$ cat src/inc/acrr_pkg.sv
// constants, field layout and state encodings of the converter control block
// assumes APB with 32-bit data; each register sits in the low byte of one word
package acrr_pkg;

   // register indices; byte address is four times the index
   localparam logic [5:0] ACRR_IDX_STATUS = 6'h3C;
   localparam logic [5:0] ACRR_IDX_HIGH   = 6'h3D;
   localparam logic [5:0] ACRR_IDX_LOW    = 6'h3E;
   localparam logic [5:0] ACRR_IDX_CLOCK  = 6'h3F;
   localparam logic [7:0] ACRR_ADDR_STATUS = {ACRR_IDX_STATUS, 2'b00};
   localparam logic [7:0] ACRR_ADDR_HIGH   = {ACRR_IDX_HIGH, 2'b00};
   localparam logic [7:0] ACRR_ADDR_LOW    = {ACRR_IDX_LOW, 2'b00};
   localparam logic [7:0] ACRR_ADDR_CLOCK  = {ACRR_IDX_CLOCK, 2'b00};

   // status/control fields
   localparam int ACRR_DONE_BIT  = 7;
   localparam int ACRR_IRQEN_BIT = 6;
   localparam int ACRR_CONT_BIT  = 5;
   localparam int ACRR_CHAN_LSB  = 0;
   // clock config fields
   localparam int ACRR_DIV_LSB    = 5;
   localparam int ACRR_CLKSEL_BIT = 4;
   localparam int ACRR_MODE_LSB   = 2;

   localparam logic [7:0] ACRR_STATUS_RESET = 8'h1F;
   localparam logic [7:0] ACRR_CLOCK_RESET  = 8'h04;

   // channel codes
   localparam logic [4:0] ACRR_CHAN_LAST_INPUT = 5'h07;
   localparam logic [4:0] ACRR_CHAN_REF_HIGH   = 5'h1D;
   localparam logic [4:0] ACRR_CHAN_REF_LOW    = 5'h1E;
   localparam logic [4:0] ACRR_CHAN_POWER_OFF  = 5'h1F;

   // converter clock ticks per phase: 4 + 10 + 2 = 16
   localparam logic [3:0] ACRR_SAMPLE_TICKS = 4'h4;
   localparam logic [3:0] ACRR_FINISH_TICKS = 4'h2;
   localparam logic [3:0] ACRR_TOP_BIT      = 4'h9;

   typedef enum logic [1:0] {
      ACRR_JUST_TRUNC  = 2'b00,
      ACRR_JUST_RIGHT  = 2'b01,
      ACRR_JUST_LEFT   = 2'b10,
      ACRR_JUST_SIGNED = 2'b11
   } acrr_just_t;

   typedef enum logic [1:0] {
      ACRR_ST_IDLE    = 2'b00,
      ACRR_ST_SAMPLE  = 2'b01,
      ACRR_ST_CONVERT = 2'b11,
      ACRR_ST_FINISH  = 2'b10
   } acrr_state_t;

endpackage

$ cat src/hw/acrr_top.sv
// control, result registers and successive-approximation sequencer of a 10-bit converter
// assumes an analog front end: channel mux, sample switch, DAC and comparator outside
//
// Contract
// - done flag sets at end, clears on result read
// - with irq enabled done flag stays zero
// - irq pulses per conversion, cleared by read/write
// - continuous mode runs back-to-back, updating results
// - single mode: one conversion per status write
// - five-bit channel, inputs 0-7, two references
// - all-ones channel powers converter off
// - unused channel codes give undefined results
// - left format: eight high bits, two low
// - high read freezes low until low read
// - right format: two high bits, eight low
// - signed left format inverts result msb
// - truncation: low gets top eight, no interlock
// - divider 1,2,4,8, top bit set gives 16
// - input clock select, reset picks oscillator
// - justify codes; reset gives right-justified
// - write starts conversion of 16-17 converter clocks
`timescale 1ns/10ps
`default_nettype none

module acrr_top
   import acrr_pkg::*;
(
   // clock and reset
   input  wire logic        clk,
   input  wire logic        rst,
   // apb slave
   input  wire logic        psel,
   input  wire logic        penable,
   input  wire logic        pwrite,
   input  wire logic [7:0]  paddr,
   input  wire logic [31:0] pwdata,
   input  wire logic [3:0]  pstrb,
   output logic      [31:0] prdata,
   output logic             pready,
   output logic             pslverr,
   // oscillator clock, as a one-cycle enable pulse
   input  wire logic        oscillator_clock_tick,
   // analog front end
   input  wire logic        comparator_above,
   output logic      [9:0]  dac_code,
   output logic             sample_hold,
   output logic      [4:0]  channel_select,
   output logic             converter_power_on,
   // conversion interrupt request
   output logic             done_irq
);

   // register state
   logic        done_flag;
   logic        irq_en;
   logic        continuous;
   logic [2:0]  div_sel;
   logic        clk_sel;
   acrr_just_t  just;
   logic [7:0]  result_high;
   logic [7:0]  result_low;
   logic        locked;

   // sequencer state
   acrr_state_t state;
   logic [3:0]  step;
   logic [3:0]  bit_idx;
   logic [3:0]  div_cnt;
   logic [3:0]  div_last;
   logic        in_tick;
   logic        conv_tick;
   logic        conv_end;
   logic        result_store;
   logic [9:0]  bit_mask;
   logic [9:0]  next_code;

   // bus decode
   logic        setup;
   logic        access;
   logic [5:0]  idx;
   logic        mapped;
   logic        status_wr;
   logic        clock_wr;
   logic        high_rd;
   logic        low_rd;
   logic        start;

   assign setup  = psel && !penable;
   assign access = psel && penable;
   assign idx    = paddr[7:2];
   assign mapped = (paddr[1:0] == 2'b00) && (idx == ACRR_IDX_STATUS || idx == ACRR_IDX_HIGH
                   || idx == ACRR_IDX_LOW || idx == ACRR_IDX_CLOCK);
   assign status_wr = access && pwrite && pstrb[0] && mapped && idx == ACRR_IDX_STATUS;
   assign clock_wr  = access && pwrite && pstrb[0] && mapped && idx == ACRR_IDX_CLOCK;
   assign high_rd   = access && !pwrite && mapped && idx == ACRR_IDX_HIGH;
   assign low_rd    = access && !pwrite && mapped && idx == ACRR_IDX_LOW;
   // power-off code never starts a conversion
   assign start     = status_wr
                      && pwdata[ACRR_CHAN_LSB +: 5] != ACRR_CHAN_POWER_OFF;

   // zero wait states: read data is captured in the setup cycle
   assign pready = 1'b1;

   always_ff @(posedge clk)
   begin
      if (rst)
      begin
         prdata  <= 32'h0000_0000;
         pslverr <= 1'b0;
      end
      else if (setup)
      begin
         pslverr <= !mapped;
         case (idx)
            ACRR_IDX_STATUS: prdata <= {24'h00_0000, done_flag && !irq_en, irq_en,
                                        continuous, channel_select};
            ACRR_IDX_HIGH:   prdata <= {24'h00_0000, result_high};
            ACRR_IDX_LOW:    prdata <= {24'h00_0000, result_low};
            ACRR_IDX_CLOCK:  prdata <= {24'h00_0000, div_sel, clk_sel, just, 2'b00};
            default:         prdata <= 32'h0000_0000;
         endcase
         if (!mapped)
         begin
            prdata <= 32'h0000_0000;
         end
      end
   end

   // status/control; the done bit position is ignored on write
   always_ff @(posedge clk)
   begin
      if (rst)
      begin
         irq_en             <= ACRR_STATUS_RESET[ACRR_IRQEN_BIT];
         continuous         <= ACRR_STATUS_RESET[ACRR_CONT_BIT];
         channel_select     <= ACRR_STATUS_RESET[ACRR_CHAN_LSB +: 5];
         converter_power_on <= 1'b0;
      end
      else if (status_wr)
      begin
         irq_en             <= pwdata[ACRR_IRQEN_BIT];
         continuous         <= pwdata[ACRR_CONT_BIT];
         channel_select     <= pwdata[ACRR_CHAN_LSB +: 5];
         converter_power_on <= pwdata[ACRR_CHAN_LSB +: 5] != ACRR_CHAN_POWER_OFF;
      end
   end

   always_ff @(posedge clk)
   begin
      if (rst)
      begin
         div_sel <= ACRR_CLOCK_RESET[ACRR_DIV_LSB +: 3];
         clk_sel <= ACRR_CLOCK_RESET[ACRR_CLKSEL_BIT];
         just    <= acrr_just_t'(ACRR_CLOCK_RESET[ACRR_MODE_LSB +: 2]);
      end
      else if (clock_wr)
      begin
         div_sel <= pwdata[ACRR_DIV_LSB +: 3];
         clk_sel <= pwdata[ACRR_CLKSEL_BIT];
         just    <= acrr_just_t'(pwdata[ACRR_MODE_LSB +: 2]);
      end
   end

   // converter clock: selected input enable divided by a power of two
   assign in_tick = clk_sel ? 1'b1 : oscillator_clock_tick;

   always_comb
   begin
      case (div_sel)
         3'h0:    div_last = 4'h0;
         3'h1:    div_last = 4'h1;
         3'h2:    div_last = 4'h3;
         3'h3:    div_last = 4'h7;
         default: div_last = 4'hF;
      endcase
   end

   assign conv_tick = in_tick && div_cnt == div_last;

   // restart the prescaler on a start so the first period is whole
   always_ff @(posedge clk)
   begin
      if (rst || status_wr)
      begin
         div_cnt <= 4'h0;
      end
      else if (conv_tick)
      begin
         div_cnt <= 4'h0;
      end
      else if (in_tick)
      begin
         div_cnt <= div_cnt + 4'h1;
      end
   end

   // sequencer
   assign bit_mask  = 10'(10'h001 << bit_idx);
   assign next_code = comparator_above ? dac_code : (dac_code & ~bit_mask);
   assign conv_end  = !status_wr && converter_power_on && conv_tick
                      && state == ACRR_ST_FINISH && step == ACRR_FINISH_TICKS - 4'h1;
   assign sample_hold = state == ACRR_ST_SAMPLE;

   always_ff @(posedge clk)
   begin
      if (rst)
      begin
         state    <= ACRR_ST_IDLE;
         step     <= 4'h0;
         bit_idx  <= ACRR_TOP_BIT;
         dac_code <= 10'h000;
      end
      else if (status_wr)
      begin
         // a write mid-conversion throws the partial result away
         state    <= start ? ACRR_ST_SAMPLE : ACRR_ST_IDLE;
         step     <= 4'h0;
         bit_idx  <= ACRR_TOP_BIT;
      end
      else if (!converter_power_on)
      begin
         state <= ACRR_ST_IDLE;
      end
      else if (conv_tick)
      begin
         case (state)
            ACRR_ST_SAMPLE:
            begin
               if (step == ACRR_SAMPLE_TICKS - 4'h1)
               begin
                  state    <= ACRR_ST_CONVERT;
                  step     <= 4'h0;
                  bit_idx  <= ACRR_TOP_BIT;
                  dac_code <= 10'h200;
               end
               else
               begin
                  step <= step + 4'h1;
               end
            end
            ACRR_ST_CONVERT:
            begin
               if (bit_idx == 4'h0)
               begin
                  dac_code <= next_code;
                  state    <= ACRR_ST_FINISH;
               end
               else
               begin
                  dac_code <= next_code | (bit_mask >> 1);
                  bit_idx  <= bit_idx - 4'h1;
               end
            end
            ACRR_ST_FINISH:
            begin
               if (step == ACRR_FINISH_TICKS - 4'h1)
               begin
                  state <= continuous ? ACRR_ST_SAMPLE : ACRR_ST_IDLE;
                  step  <= 4'h0;
               end
               else
               begin
                  step <= step + 4'h1;
               end
            end
            default:
            begin
               state <= ACRR_ST_IDLE;
            end
         endcase
      end
   end

   // done flag and interrupt; a new event wins over a same-cycle read clear, a same-cycle status write cancels the event
   always_ff @(posedge clk)
   begin
      if (rst)
      begin
         done_flag <= 1'b0;
      end
      else if (conv_end && !irq_en)
      begin
         done_flag <= 1'b1;
      end
      else if (high_rd || low_rd || (status_wr && pwdata[ACRR_IRQEN_BIT]))
      begin
         done_flag <= 1'b0;
      end
   end

   always_ff @(posedge clk)
   begin
      if (rst)
      begin
         done_irq <= 1'b0;
      end
      else if (conv_end && irq_en)
      begin
         done_irq <= 1'b1;
      end
      else if (high_rd || low_rd || status_wr)
      begin
         done_irq <= 1'b0;
      end
   end

   // results; truncation format has no interlock
   assign result_store = conv_end && (just == ACRR_JUST_TRUNC || (!locked && !high_rd));

   always_ff @(posedge clk)
   begin
      if (rst)
      begin
         locked <= 1'b0;
      end
      else if (just == ACRR_JUST_TRUNC)
      begin
         locked <= 1'b0;
      end
      else if (high_rd)
      begin
         locked <= 1'b1;
      end
      else if (low_rd)
      begin
         locked <= 1'b0;
      end
   end

   always_ff @(posedge clk)
   begin
      if (rst)
      begin
         result_high <= 8'h00;
         result_low  <= 8'h00;
      end
      else if (result_store)
      begin
         case (just)
            ACRR_JUST_TRUNC:
            begin
               result_high <= 8'h00;
               result_low  <= dac_code[9:2];
            end
            ACRR_JUST_RIGHT:
            begin
               result_high <= {6'h00, dac_code[9:8]};
               result_low  <= dac_code[7:0];
            end
            ACRR_JUST_LEFT:
            begin
               result_high <= dac_code[9:2];
               result_low  <= {dac_code[1:0], 6'h00};
            end
            default:
            begin
               result_high <= {~dac_code[9], dac_code[8:2]};
               result_low  <= {dac_code[1:0], 6'h00};
            end
         endcase
      end
   end
endmodule // acrr_top

`default_nettype wire

$ cat config.mk
export PLATFORM = sky130hd
export DESIGN_NAME = acrr_top
export DESIGN_NICKNAME = d
export VERILOG_FILES = /design/src/inc/acrr_pkg.sv /design/src/hw/acrr_top.sv
export SDC_FILE = /design/constraint.sdc
export NUM_CORES = 1
export LEC_CHECK = 0
export ABC_AREA = 1
export CORE_MARGIN = 1
export CORE_UTILIZATION = 30
export DETAILED_ROUTE_END_ITERATION = 7
export DONT_BUFFER_PORTS = 1
export GPL_TIMING_DRIVEN = 0
export PLACE_DENSITY = 0.46
export SYNTH_ARGS = -nofsm -noshare
export SYNTH_HDL_FRONTEND = slang
export SYNTH_SLANG_ARGS = --single-unit
$ cat constraint.sdc
create_clock -name clk -period 3.28 [get_ports clk]
set_input_delay 0.82 -clock clk [delete_from_list [all_inputs] [get_ports clk]]
set_output_delay 0.82 -clock clk [all_outputs]
set_load 0.01 [all_outputs]
Word-level counts from Yosys, hierarchy flattened
Index checks and enable logic that the tools add are counted.

Add/sub/neg operators: 3. $mul: 0. Divide/modulo/power cells: 0. Magnitude comparators: 0. Equal/unequal tests: 22. Shift-type cells: 1. Multiplexer cells: 31. Bitwise operators: 5. Reduce and logical (&&, ||, !) cells: 55.

Operator list (number): $mux 32 (1); $pmux 8 s4 (1); $mux 10 (3); $eq 6x6->1 const B (4); $logic_and 1x1->1 (24); $pmux 8 s3 (1); $pmux 10 s2 (1); $mux 4 (4); $pmux 4 s2 (2); $pmux 4 s4 (1); $pmux 8 s2 (1); $mux 2 (6); $and 10x10->10 (1); $not 10->10 (1); $or 10x9->10 (1); $reduce_and 5->1 (2); $reduce_bool 2->1 (5); $shl 1x4->10 const A (1); $mux 1 (9); $add 4x1->4 const B (2); $logic_or 1x1->1 (8); $logic_not 1->1 (7); $eq 2x2->1 const B (3); $eq 3x2->1 const B (2); other kinds (21) (26).

Register bits after elaboration: 90. Latch bits: 0. Memory bits (writable): 0. Memory bits (read-only): 0. Input bits: 51. Word-level logic and storage cells: 136. Memories: 0.

Longest topological paths before layout
Word-level depth: 14. Depth in mapped cells: 12.

Least setup slack after synthesis
No wires, ideal clock.

Path type: input -> register. Start: input oscillator_clock_tick. End: register result_high[0]. Arrival time: 1.941 ns. Data required time: 3.167 ns. Slack: 1.226 ns. Cell stages on the path: 10. Path buffers: 1. Cells stage by stage: inv_1 -> nand2_1 -> nand3_1 -> nor2_2 -> nand3_4 -> nor2_8 -> nand3_4 -> buf_2 -> nor2_1 -> nor2_1.

Cells in the longest elaborated chain, start to end: 6.

RTL lines: from (decl) (RTL line acrr_top.sv:42) `input wire logic oscillator_clock_tick,`; $mux 1 (RTL line acrr_top.sv:165) `assign in_tick = clk_sel ? 1'b1 : oscillator_clock_tick;`; $logic_and 1x1->1 (RTL line acrr_top.sv:178) `assign conv_tick = in_tick && div_cnt == div_last;`; $logic_and 1x1->1 (RTL line acrr_top.sv:200) `assign conv_end = !status_wr && converter_power_on && conv_tick`; $logic_and 1x1->1 (2 in a row) (RTL line acrr_top.sv:201) `&& state == ACRR_ST_FINISH && step == ACRR_FINISH_TICKS - 4'h1;`; $logic_and 1x1->1 (RTL line acrr_top.sv:308) `assign result_store = conv_end && (just == ACRR_JUST_TRUNC || (!locked && !high_rd));`; to (signal assigned) (RTL line acrr_top.sv:347) `result_high <= {6'h00, dac_code[9:8]};`; to (signal assigned) (RTL line acrr_top.sv:352) `result_high <= dac_code[9:2];`; to (signal assigned) (RTL line acrr_top.sv:357) `result_high <= {~dac_code[9], dac_code[8:2]};`; to (decl) (RTL line acrr_top.sv:60) `logic [7:0] result_high;`.

No other way between the ends. A chain may end at the register's enable or synchronous reset.

Final worst setup path
Start: input paddr[6]. End: register just[1].

Cells in the longest elaborated chain, start to end: 7.

RTL lines: from (decl) (RTL line acrr_top.sv:35) `input wire logic [7:0] paddr,`; $eq 6x6->1 (RTL line acrr_top.sv:91) `assign mapped = (paddr[1:0] == 2'b00) && (idx == ACRR_IDX_STATUS || idx == ACRR_IDX_HIGH`; $logic_or 1x1->1 (RTL line acrr_top.sv:91); $logic_or 1x1->1 (2 in a row) (RTL line acrr_top.sv:92) `|| idx == ACRR_IDX_LOW || idx == ACRR_IDX_CLOCK);`; $logic_and 1x1->1 (RTL line acrr_top.sv:91); $logic_and 1x1->1 (RTL line acrr_top.sv:94) `assign clock_wr = access && pwrite && pstrb[0] && mapped && idx == ACRR_IDX_CLOCK;`; $logic_and 1x1->1 * (RTL line acrr_top.sv:94); to (signal assigned) (RTL line acrr_top.sv:154) `just <= acrr_just_t'(ACRR_CLOCK_RESET[ACRR_MODE_LSB +: 2]);`; to (signal assigned) (RTL line acrr_top.sv:160) `just <= acrr_just_t'(pwdata[ACRR_MODE_LSB +: 2]);`; to (decl) (RTL line acrr_top.sv:59) `acrr_just_t just;`.

Mark *: on every way between the ends. The rest lies on a longest branch, timed or not.

==> impl_results.md <==
* Status: finished with violations
* Failing checks: DRC
* Hold Path Depth at 2
* Fmax at 459.8 MHz
* Final worst path period share at 66.30%
* PortBufs at 0
* Reg2reg start: state[1]
* Reg2reg path depth at 9
* Yosys cell types at 30
* Cell-by-cell trace of the critical path: nand2_1 -> nor2_2 -> nand3_1 -> nor3_1 -> inv_2 -> o21ai_0 -> a21oi_1
* Worst R2R Setup Slack at 1210 ps
* GR Overflow Total at 0
* CTS Buf Count at 9
* Via count at 3499
* Vias in the first global route at 3206
* Most common cell after layout, fill and taps aside: nand2_1
* RSZ-0062 raised after global routing: false
* Pwr Density at 427.3 nW/um^2
* Drt total wl at 10.46 mm
* Max_cap viols at 0
* PostCTS Resize Cnt at 0
* R2r endpoint: dac_code[6]
* Post-synthesis async set-or-reset flop share at 0%
* Hold buffer count at CTS at 0
* Crit end category: flip-flop
* CTS tree: built
* Clock Tree Root: clkbuf_16
* CP max stage cell: nor3_1
* Area delta synth->final at 15.67%
* Share of cells above drive strength 1 at 9.950%
* Vias per inst at 4.538
* TritonCTS Sinks at 66
* Hold EP: done_flag
* Final Wtd Congestion at 0.8426
* Register area share after synthesis at 35.05%
* HP Class: flip-flop to flip-flop
* Pre-antenna DRT Iters at 8
* Slew headroom at 56.55%
* Synth Flop Type: dfxtp_1
* Slowest Stage Delay on Critical Path at 420 ps
* Clock Skew at 7.894 ps
* Final setup fails at 0
* Core area at 12110 sq um
* Ports at 103
* Total GRT Usage at 17.25%
* Post-CTS Setup Inserts at 0
* Worst Max-Slew Pin Slew at 649.3 ps
* Antenna-violating nets left at 0
* Crit path max fanout at 10
* WS Path Type: input pin to flip-flop
* Fill count at 1363
* Largest net degree at the start of global routing at 12
* Die H at 114.1 um
* Post-Syn Area per Cell at 6.672 sq um
* Commonest cells after routing, fill and taps aside: nand2_1 (137), inv_1 (69), dfxtp_1 (66)
* Final Hold Fails at 0
* ANT cells at 0
* Post-DP HPWL at 8.052 mm
* Mapped Area at 3770 sq um
* Post-Syn Instances at 565
* P_leak at 1.935 nW
* CTS H-tree lvls at 3
* Final setup TNS at 0 ps
* Rows at 40
* Nets at 663
* First-pass GRT wire length at 17.04 mm
* Insertion delay to the later sink of the worst-skew pair at 340 ps
* Reg clk slew, reported paths at 50 ps
* Die Wd at 114.1 um
* Routed length per instance at 13.56 um
* Die area at 13020 sq um
* Initial core utilization at 31.13%
* Worst setup SP type: input pin
* EDFF count, synth at 0
* Min-delay src: done_flag
* Slew Limit Fails at 0
* Final instance area at 4360 sq um
* Initial antenna violation count at 0
* Drc violations at 7
* FF+latch count, synth at 66
* DR iter-0 viols at 265
* Dpl cell area at 4066 sq um
* Max VDD drop at 216.5 uV
* Clock tree buffer depth at 2
* CP required at 3480 ps
* Arrival @ worst endpoint at 2380 ps
* Yosys warnings at 0
* Min cycle time layout at 2175 ps
==> sequential cells by signal (all words and copies together) (netlist names) <==
signal	cells
bit_idx	4
channel_select	5
clk_sel	1
continuous	1
converter_power_on	1
dac_code	10
div_cnt	4
div_sel	3
done_flag	1
done_irq	1
irq_en	1
just	2
locked	1
prdata	8
pslverr	1
result_high	8
result_low	8
state	2
step	4
==> area by class of cell <==
type	instances	area, sq um	area share (%)
sequential	66	1321	30.30
multi-input combinational	407	1994	45.74
clock buffer	10	239.0	5.481
clock inverter	5	55.05	1.263
inverter	76	285.3	6.542
tap	168	210.2	4.821
buffer	39	255.2	5.854
==> logic make-up after synthesis <==
| family | after synthesis | share of synthesized area [%] |
|---|---|---|
| fa+ha+maj | 13 | 4.315 |
| compound gates | 102 | 14.90 |
| buf+inv | 115 | 14.34 |
| simple gates | 262 | 30.04 |
| other cells | 2 | 0.1992 |
| xor+xnor | 5 | 1.162 |
| flops | 66 | 35.05 |
==> worst max-delay path by stage <==
stage | start | endpoint | slack [ps] | cells past startpoint
after floorplan | oscillator_clock_tick | result_high[0] | 1230 | 10
after global placement | paddr[6] | just[1] | 820 | 7
after detailed placement | paddr[6] | just[1] | 840 | 7
after CTS | paddr[6] | just[1] | 1180 | 7
after global routing | state[1] | dac_code[6] | 870 | 9
final | paddr[6] | just[1] | 1110 | 7
==> through the flow <==
stage | power (mW) | instances | hold slack [ps] | util, % | setup WS [ps]
after floorplan | 0.8978 | 588 | 446.4 | - | 1226
after global placement | 0.9146 | 756 | 480.5 | 33.57 | 820.5
after global routing | 1.936 | 771 | 510.6 | 36.00 | 874.9
after CTS | 1.881 | 771 | 487.7 | 36.00 | 1181
final | 1.863 | 771 | 493.4 | 36.00 | 1105
after detailed placement | 0.9148 | 756 | 472.6 | 33.57 | 839.5
==> critical path: cells and delay by family <==
family | cells | cell delay [ps]
AO/OA/AOI/OAI | 2 | 360
buffers and inverters | 1 | 170
AND/OR/NAND/NOR | 4 | 1020
==> power breakdown <==
part	switching (mW)	leakage, nW	internal, mW
clock network	0.364	0.140	0.602
logic	0.0589	1.26	0.0326
registers	0.00245	0.532	0.804
==> synthesized netlist by cell type, types with 2 or more instances <==
| cell type | count | area share, % |
|---|---|---|
| nand2_1 | 137 | 14 |
| inv_1 | 69 | 6.9 |
| dfxtp_1 | 66 | 35 |
| nor2_1 | 60 | 6.0 |
| a21oi_1 | 40 | 5.3 |
| nand3_1 | 35 | 4.6 |
| o21ai_0 | 34 | 4.5 |
| buf_4 | 25 | 5.0 |
| o22ai_1 | 18 | 3.0 |
| nand4_1 | 15 | 2.5 |
| ha_1 | 13 | 4.3 |
| clkbuf_1 | 7 | 0.70 |
| buf_2 | 6 | 0.80 |
| o211ai_1 | 6 | 1.2 |
| nor3_1 | 5 | 0.66 |
| inv_2 | 4 | 0.40 |
| nor2_2 | 4 | 0.66 |
| xor2_1 | 4 | 0.93 |
| clkinv_1 | 3 | 0.30 |
| conb_1 | 2 | 0.20 |
| nand3_4 | 2 | 0.93 |
| o221ai_1 | 2 | 0.46 |
==> per-layer routing <==
| metal | vias to the layer above | GRT usage, % | share of wire (%) | routed length (um) |
|---|---|---|---|---|
| li1 | 1847 | - | - | - |
| met1 | 1517 | 23.14 | 48 | 5007 |
| met2 | 119 | 25.29 | 42 | 4372 |
| met3 | 16 | 4.606 | 7.8 | 812 |
| met4 | 0 | 8.918 | 2.5 | 264 |
| met5 | - | 0 | 0 | 0 |
No activity file was read; power rests on OpenSTA's default activity.
